--- config.mk ---
export PLATFORM = sky130hd
export DESIGN_NAME = dss_supervisor
export DESIGN_NICKNAME = d
export VERILOG_FILES = /design/src/design/dss_pkg.sv /design/src/design/dss_supervisor.sv
export VERILOG_INCLUDE_DIRS = /design/src /design/src/design
export SDC_FILE = /design/constraint.sdc
export NUM_CORES = 2
export LEC_CHECK = 0
export ABC_AREA = 1
export BUFFER_PORTS_ARGS = -buffer_cell sky130_fd_sc_hd__buf_2
export CORE_ASPECT_RATIO = 0.7
export CORE_UTILIZATION = 35
export CTS_CLUSTER_DIAMETER = 80
export DETAILED_ROUTE_END_ITERATION = 10
export PLACE_DENSITY_LB_ADDON = 0.15
export SLEW_MARGIN = 0
export SYNTH_ARGS = -nofsm -noshare
export SYNTH_HDL_FRONTEND = slang
export SYNTH_SLANG_ARGS = --single-unit
--- constraint.sdc ---
create_clock -name clk -period 3.5 [get_ports clk]
set_input_delay 0.525 -clock clk [delete_from_list [all_inputs] [get_ports clk]]
set_output_delay 0.525 -clock clk [all_outputs]
set_load 0.02 [all_outputs]
--- src/design/dss_defs.svh ---
// Constants for the drive sleep and fault supervisor.
`ifndef DSS_DEFS_SVH
`define DSS_DEFS_SVH
`define DSS_FB_VOLTAGE 2'h1
`define DSS_FB_CURRENT 2'h2
`define DSS_SLEEP_OFF 2'h0
`define DSS_SLEEP_TIMED 2'h1
`define DSS_SLEEP_INPUT 2'h2
`define DSS_DI_FAULT_RESET 6'h11
`define DSS_OC_PCT 16'h00C8
`define DSS_GF_PCT 16'h0032
`define DSS_PROT_ON 1'h1
`define DSS_CODE_NONE 4'h0
`define DSS_CODE_OC 4'h1
`define DSS_CODE_SC 4'h2
`define DSS_CODE_GF 4'h3
`define DSS_CODE_EXT 4'h4
`define DSS_STOP_COAST 2'h0
`define DSS_PCT_FULL 16'h0064
`define DSS_DIV_DEC1 16'h000A
`define DSS_DIV_DEC2 16'h0064
`define DSS_DIV_DEC3 16'h03E8
`define DSS_DIV_DEC4 16'h2710
`endif

--- src/design/dss_pkg.sv ---
// Types for the drive sleep and fault supervisor.
package dss_pkg;
    typedef enum logic [1:0] {
        DSS_RUN = 2'b00,
        DSS_ASLEEP = 2'b01,
        DSS_FAULT = 2'b11
    } dss_state_t;
endpackage

--- src/design/dss_supervisor.sv ---
// Drive sleep, wake-up and fault supervisor.
// Contract
// - Feedback type 1 selects the voltage input and type 2 selects the current-loop input.
// - The setpoint is scaled by a decimal-place count and full-scale value, with a unit code passed for display.
// - Sleep mode 0 disables sleep, 1 uses level and delay, and 2 lets a digital input enable sleep.
// - With sleep enabled the output turns off after the regulator output stays below the sleep level for the sleep delay.
// - While asleep the output resumes after the reference stays above the wake frequency for the wake delay.
// - A fault shows on the display, energizes the fault contact and by default coasts the motor.
// - The stop method on a fault can be chosen per fault type.
// - A warning shows its code without the fault output and clears by itself.
// - A digital input assigned function 17 clears a latched fault when activated.
// - The keypad reset key clears a latched fault.
// - Each fault records its code in a readable history.
// - Output current above 200 percent of rated raises an overcurrent fault.
// - Short circuit and ground fault detection act only when their enable is 1.
// - With ground protection on, ground current above 50 percent of rated raises a ground fault.
`timescale 1ns/1ns
`include "dss_defs.svh"
module dss_supervisor #(
    parameter int W = 16,
    parameter int TW = 24,
    parameter int HIST = 4
) (
    input wire logic clk,
    input wire logic resetn,
    input wire logic [1:0] fb_type,
    input wire logic [W-1:0] fb_voltage,
    input wire logic [W-1:0] fb_current,
    input wire logic [2:0] sp_decimals,
    input wire logic [W-1:0] sp_full_scale,
    input wire logic [3:0] sp_unit,
    input wire logic [W-1:0] sp_raw,
    input wire logic [1:0] sleep_mode,
    input wire logic [W-1:0] sleep_level,
    input wire logic [TW-1:0] sleep_delay,
    input wire logic [W-1:0] wake_freq,
    input wire logic [TW-1:0] wake_delay,
    input wire logic [W-1:0] pid_out,
    input wire logic [W-1:0] i_out,
    input wire logic [W-1:0] i_ground,
    input wire logic [W-1:0] i_rated,
    input wire logic sc_pin,
    input wire logic sc_prot_en,
    input wire logic gf_prot_en,
    input wire logic [1:0] stop_oc,
    input wire logic [1:0] stop_sc,
    input wire logic [1:0] stop_gf,
    input wire logic warn_pin,
    input wire logic [3:0] warn_code_in,
    input wire logic [5:0] di_function,
    input wire logic di_pin,
    input wire logic sleep_di_pin,
    input wire logic key_reset_pin,
    input wire logic [$clog2(HIST)-1:0] hist_index,
    output logic [W-1:0] fb_selected,
    output logic fb_valid,
    output logic [W-1:0] sp_scaled,
    output logic [3:0] sp_unit_out,
    output logic run_enable,
    output logic asleep,
    output logic fault_relay,
    output logic [3:0] display_fault,
    output logic [3:0] display_warn,
    output logic warn_active,
    output logic [1:0] stop_method,
    output logic [3:0] hist_code
);
    import dss_pkg::*;

    // Every pin crosses two flip-flops; the first stage is read only by the second.
    // A pin pulse shorter than one cycle may be missed, so the causes behind these pins must hold longer.
    logic [3:0] pin_m_q;
    logic [3:0] pin_s_q;
    always_ff @(posedge clk or negedge resetn) begin
        if (!resetn) begin
            pin_m_q <= '0;
            pin_s_q <= '0;
        end else begin
            pin_m_q <= {key_reset_pin, di_pin, warn_pin, sc_pin};
            pin_s_q <= pin_m_q;
        end
    end
    logic sc_s;
    logic warn_s;
    logic di_s;
    logic key_s;
    assign sc_s = pin_s_q[0];
    assign warn_s = pin_s_q[1];
    assign di_s = pin_s_q[2];
    assign key_s = pin_s_q[3];

    // The sleep input has its own pair, so its delay does not depend on how the fault pins are grouped.
    logic slp_m_q;
    logic slp_s_q;
    always_ff @(posedge clk or negedge resetn) begin
        if (!resetn) begin
            slp_m_q <= '0;
            slp_s_q <= '0;
        end else begin
            slp_m_q <= sleep_di_pin;
            slp_s_q <= slp_m_q;
        end
    end
    logic sleep_di_s;
    assign sleep_di_s = slp_s_q;

    // An unknown feedback type keeps the last word, so the regulator never sees a jump to zero.
    always_ff @(posedge clk or negedge resetn) begin
        if (!resetn) begin
            fb_selected <= '0;
            fb_valid <= 1'b0;
        end else begin
            fb_valid <= (fb_type == `DSS_FB_VOLTAGE) || (fb_type == `DSS_FB_CURRENT);
            if (fb_type == `DSS_FB_CURRENT) begin
                fb_selected <= fb_current;
            end else if (fb_type == `DSS_FB_VOLTAGE) begin
                fb_selected <= fb_voltage;
            end
        end
    end

    // Scaled = raw * full_scale / 10^decimals, with decimals above 4 dividing by 10^4; the divide is by a small constant table.
    logic [2*W-1:0] sp_prod;
    logic [2*W-1:0] sp_div;
    always_comb begin
        sp_prod = (2*W)'(sp_raw) * (2*W)'(sp_full_scale);
        unique case (sp_decimals)
            3'h0: sp_div = sp_prod;
            3'h1: sp_div = sp_prod / (2*W)'(`DSS_DIV_DEC1);
            3'h2: sp_div = sp_prod / (2*W)'(`DSS_DIV_DEC2);
            3'h3: sp_div = sp_prod / (2*W)'(`DSS_DIV_DEC3);
            default: sp_div = sp_prod / (2*W)'(`DSS_DIV_DEC4);
        endcase
    end
    // The result is cut to W bits, so the operator must keep the scaled setpoint inside the word range.
    always_ff @(posedge clk or negedge resetn) begin
        if (!resetn) begin
            sp_scaled <= '0;
            sp_unit_out <= 4'h0;
        end else begin
            sp_scaled <= sp_div[W-1:0];
            sp_unit_out <= sp_unit;
        end
    end

    // Current and regulator words come from logic on this clock, so they are compared without synchronisers.
    // Protection compares use percent of rated; wide products avoid overflow.
    logic [W+7:0] i_out_pct;
    logic [W+7:0] i_gnd_pct;
    logic [W+7:0] oc_lim;
    logic [W+7:0] gf_lim;
    logic oc_hit;
    logic sc_hit;
    logic gf_hit;
    logic reset_req;
    logic any_fault;
    always_comb begin
        i_out_pct = (W+8)'(i_out) * (W+8)'(`DSS_PCT_FULL);
        i_gnd_pct = (W+8)'(i_ground) * (W+8)'(`DSS_PCT_FULL);
        oc_lim = (W+8)'(i_rated) * (W+8)'(`DSS_OC_PCT);
        gf_lim = (W+8)'(i_rated) * (W+8)'(`DSS_GF_PCT);
    end
    assign oc_hit = i_out_pct > oc_lim;
    assign sc_hit = sc_s && (sc_prot_en == `DSS_PROT_ON);
    assign gf_hit = (gf_prot_en == `DSS_PROT_ON) && (i_gnd_pct > gf_lim);
    assign any_fault = oc_hit || sc_hit || gf_hit;
    // Reset requests are levels; a held key keeps asking, which is harmless once the fault has gone.
    assign reset_req = (di_s && (di_function == `DSS_DI_FAULT_RESET)) || key_s;

    logic sleep_cond;
    logic wake_cond;
    logic [TW-1:0] sleep_cnt_q;
    logic [TW-1:0] wake_cnt_q;
    dss_state_t state_q;
    // Both counters stop at their delay, so a long quiet spell cannot wrap them back below the threshold.
    assign sleep_cond = (sleep_mode == `DSS_SLEEP_TIMED) ? (pid_out < sleep_level) :
                        (sleep_mode == `DSS_SLEEP_INPUT) ? (sleep_di_s && (pid_out < sleep_level)) : 1'b0;

    always_ff @(posedge clk or negedge resetn) begin
        if (!resetn) begin
            sleep_cnt_q <= '0;
        end else if (state_q != DSS_RUN || !sleep_cond) begin
            sleep_cnt_q <= '0;
        end else if (sleep_cnt_q < sleep_delay) begin
            sleep_cnt_q <= sleep_cnt_q + TW'(1'b1);
        end
    end

    // Wake-up watches the same regulator word as sleep, in the opposite direction.
    assign wake_cond = pid_out > wake_freq;
    always_ff @(posedge clk or negedge resetn) begin
        if (!resetn) begin
            wake_cnt_q <= '0;
        end else if (state_q != DSS_ASLEEP || !wake_cond) begin
            wake_cnt_q <= '0;
        end else if (wake_cnt_q < wake_delay) begin
            wake_cnt_q <= wake_cnt_q + TW'(1'b1);
        end
    end

    // Only one code is taken per entry, so the highest-priority cause wins when several trip together.
    logic [3:0] new_code;
    logic [1:0] new_stop;
    always_comb begin
        new_code = `DSS_CODE_NONE;
        new_stop = `DSS_STOP_COAST;
        if (oc_hit) begin
            new_code = `DSS_CODE_OC;
            new_stop = stop_oc;
        end else if (sc_hit) begin
            new_code = `DSS_CODE_SC;
            new_stop = stop_sc;
        end else if (gf_hit) begin
            new_code = `DSS_CODE_GF;
            new_stop = stop_gf;
        end
    end

    // A fault present while reset is requested wins, so no event is lost.
    always_ff @(posedge clk or negedge resetn) begin
        if (!resetn) begin
            state_q <= DSS_RUN;
            display_fault <= `DSS_CODE_NONE;
            stop_method <= `DSS_STOP_COAST;
        end else begin
            unique case (state_q)
                DSS_RUN: begin
                    if (any_fault) begin
                        state_q <= DSS_FAULT;
                        display_fault <= new_code;
                        stop_method <= new_stop;
                    end else if (sleep_cond && sleep_cnt_q >= sleep_delay) begin
                        state_q <= DSS_ASLEEP;
                    end
                end
                // Turning sleep off while asleep wakes the drive at once instead of waiting for the wake delay.
                DSS_ASLEEP: begin
                    if (any_fault) begin
                        state_q <= DSS_FAULT;
                        display_fault <= new_code;
                        stop_method <= new_stop;
                    end else if ((sleep_mode == `DSS_SLEEP_OFF) || (wake_cond && wake_cnt_q >= wake_delay)) begin
                        state_q <= DSS_RUN;
                    end
                end
                DSS_FAULT: begin
                    if (reset_req && !any_fault) begin
                        state_q <= DSS_RUN;
                        display_fault <= `DSS_CODE_NONE;
                        stop_method <= `DSS_STOP_COAST;
                    end
                end
                default: state_q <= DSS_FAULT;
            endcase
        end
    end

    // History is a ring; a fault is recorded once at entry to the fault state.
    // Once HIST faults are logged the oldest entry is overwritten.
    localparam int HW = $clog2(HIST);
    logic [3:0] hist_q [HIST];
    logic [$clog2(HIST)-1:0] hist_wr_q;
    logic fault_entry;
    assign fault_entry = any_fault && (state_q != DSS_FAULT);
    always_ff @(posedge clk or negedge resetn) begin
        if (!resetn) begin
            hist_wr_q <= '0;
        end else if (fault_entry) begin
            hist_wr_q <= hist_wr_q + HW'(1'b1);
        end
    end
    genvar g;
    generate
        for (g = 0; g < HIST; g++) begin : g_hist
            always_ff @(posedge clk or negedge resetn) begin
                if (!resetn) begin
                    hist_q[g] <= `DSS_CODE_NONE;
                end else if (fault_entry && hist_wr_q == HW'(g)) begin
                    hist_q[g] <= new_code;
                end
            end
        end
    endgenerate

    // Warnings only mirror the synchronised pin, so they clear by themselves and never touch the state.
    always_ff @(posedge clk or negedge resetn) begin
        if (!resetn) begin
            hist_code <= `DSS_CODE_NONE;
            display_warn <= `DSS_CODE_NONE;
            warn_active <= 1'b0;
        end else begin
            hist_code <= hist_q[hist_index];
            warn_active <= warn_s;
            display_warn <= warn_s ? warn_code_in : `DSS_CODE_NONE;
        end
    end

    // Outputs that gate the power stage decode the state register, so they move on the same edge as the state.
    assign run_enable = (state_q == DSS_RUN);
    assign asleep = (state_q == DSS_ASLEEP);
    assign fault_relay = (state_q == DSS_FAULT);
endmodule

==> flow_summary.json <==
{
  "status": "complete, but fails checks",
  "violations": "negative setup slack",
  "numCtsBuffers": 17,
  "fin_tns_setup_ps": -696190,
  "cts.reportedPaths.clkPinSlew_ps": 70,
  "place.port_buffers": 296,
  "row_count": 109,
  "antenna_found_initial": 7,
  "grt_pass1_wl_mm": 256,
  "worstPathRequired_ps": 3850,
  "ys_warn_count": 0,
  "top_usage_layer": "met2",
  "area_growth_pct": 62.0,
  "nFillCells": 11700,
  "coreArea_um2": 126000,
  "ant_nets": 0,
  "layout-drive-gt1-share": 0.426,
  "wl_mm": 162,
  "max-cap-violations": 0,
  "synth.distinct_cells": 74,
  "syn_avg_cell_area_um2": 6.50,
  "utilization": 0.571,
  "yosysTopAreaCellShare": 0.188,
  "fmax_ghz": 0.0169,
  "tightest_slew_ps": 1050,
  "nNetsFinal": 10800,
  "grtUsageMet3": 0.0193,
  "min-delay-path-class": "primary input to asynchronous set/reset pin",
  "hold_buffers": 0,
  "yosysTopAreaCell": "ha_1",
  "hold_viol_final": 0,
  "drcViolationCount": 0,
  "initial_core_util": 0.353,
  "cts_tree": "done",
  "async_flop_share": 1.00,
  "dp_hpwl_mm": 126,
  "dieHeight_um": 300,
  "synth_common_cells": "1,591 x nand2_1, 1,341 x inv_1, 668 x ha_1",
  "htree_num_levels": 4,
  "postSynthCellCount": 6847,
  "r2r_cells": 26,
  "netlist_area_um2": 44500,
  "final_cell_area_um2": 72100,
  "cts_buffer_depth": 2,
  "max_slew_margin": 0.301,
  "cp-startpoint": "sp_raw[14]",
  "period_share": 16.9,
  "regArea_um2": 2950,
  "drt_iter0_markers": 2926,
  "synth_area_leaders": "ha_1 19%, nand2_1 13%, inv_1 11%",
  "gp_congestion": 0.929,
  "grt_pass1_vias": 51400,
  "track_usage": 0.240,
  "ys_seq_elements": 118,
  "arrival_ps": 59620,
  "slew_violations": 0,
  "met1_usage": 0.360,
  "layout_min_cycle_time_ps": 59270,
  "crit_slowest_cell": "fa_2",
  "vias": 53200,
  "cpMostUsedCell": "nand2_2",
  "multi_input_area_um2": 39400,
  "clock_sinks": 118,
  "io_pins": 301,
  "overflow": 0,
  "clockRootBuffer": "clkbuf_16",
  "postPlaceCellArea_um2": 62800,
  "rsz0062_at_grt": "true",
  "avgViaCountPerCell": 4.70,
  "timing.final.ws_setup_ps": -55770,
  "cp_slowest_stage_delay_ps": 550,
  "die-area_um2": 129000,
  "crit_path_max_fanout": 12,
  "dr.pass1.iters": 6,
  "wl_per_cell_um": 14.3,
  "endpoint_kind": "flip-flop",
  "synth-edff-count": 0,
  "grt_max_degree": 62,
  "finalSetupViolations": 33,
  "synth_ff_type": "dfrtp_1",
  "path_class": "primary input to flip-flop",
  "die_w_um": 428,
  "r2r_start": "sleep_cnt_q[17]",
  "yosysMostFrequentCell": "nand2_1",
  "use_met2": 0.378,
  "finClkSkew_ps": 14.5,
  "start_kind": "primary input",
  "seq_area_frac_synth": 0.0664,
  "clock_latency_ps": 470
}
## final cells by class
cell class,count,share of cell area
clock buffer,17,0.00590
tap,1665,0.0289
multi-input combinational,5201,0.547
timing repair buffer,2917,0.301
antenna,3,0.000104
sequential,118,0.0410
clock inverter,15,0.00267
timing repair inverter,2,0.000174
inverter,1400,0.0739
## placed cells by master (no fill, tap or decap), types with 36 or more instances in the layout
cell / count
o21bai_1: 43
dfrtp_1: 118
nor2_1: 398
o21ai_2: 79
xnor2_1: 104
nor2_2: 59
nand2_2: 240
inv_1: 1260
o21ai_1: 65
nor2_4: 78
ha_4: 87
xor2_1: 190
buf_4: 2569
a21oi_1: 255
ha_1: 578
nor3_1: 51
buf_6: 59
nand2_1: 1441
a21o_1: 40
nand3_2: 118
fa_1: 209
o21ai_0: 142
inv_2: 113
nand4_1: 135
a21oi_2: 91
buf_2: 264
nand3b_1: 36
nand2_4: 80
nand3_1: 369
## metal layers
| layer | routed length, µm | up-vias |
|---|---|---|
| met5 | 16 | - |
| met1 | 82100 | 24500 |
| met3 | 6860 | 178 |
| li1 | - | 27500 |
| met4 | 2500 | 2 |
| met2 | 70500 | 1079 |
## through the flow
step	hold slack, ps	instances	worst slack [ps]
detailed placement	336	10600	-57230
floorplan	229	6850	-59210
global route	71.2	11300	-59610
finish	37.4	11300	-55770
CTS	35.4	11200	-53790
global placement	332	10600	-55250
## logic make-up (layout without fill, tap and decap cells)
kind of cell,Yosys count,count (layout),synth area share
compound gates,863,863,0.109
xor+xnor,300,300,0.0591
fa+ha+maj,895,895,0.290
buf+inv,1536,4351,0.137
flops,118,118,0.0664
other cells,1,7,0.0000843
simple gates,3134,3139,0.338
## critical path: cells and delay by family
family          cells  cell delay (ps)
compound gates    132            18040
xor+xnor            2              280
fa+ha+maj          36            10920
buf+inv           103             9950
simple gates      203            19750
## final timing paths
check / endpoint / slack, ps
setup / recovery: sp_scaled[0] / -55770
hold reg to reg: pin_s_q[0] / 350
hold / removal: wake_cnt_q[1] / 40
max in group asynchronous: display_warn[2] / 2680
setup reg to reg: sleep_cnt_q[22] / 90
min in group clk: sp_unit_out[1] / 160
## state kept, by name, summed over array words and instances, names as in the netlist, 2 cells and up
name,flops
state_q,2
display_fault,2
sleep_cnt_q,24
pin_m_q,4
hist_q,8
sp_scaled,16
sp_unit_out,4
pin_s_q,4
wake_cnt_q,24
fb_selected,16
hist_code,2
stop_method,2
hist_wr_q,2
display_warn,4
## repair_timing
action,in CTS,in global routing
endpoints found under the setup margin,43,52
pin swaps,267,490
cloned,9,0
buffers inserted,517,155
gates resized for setup,284,611
Power is not shown: default switching activity piles up to over one toggle a cycle in this logic, so the estimate is an artifact.
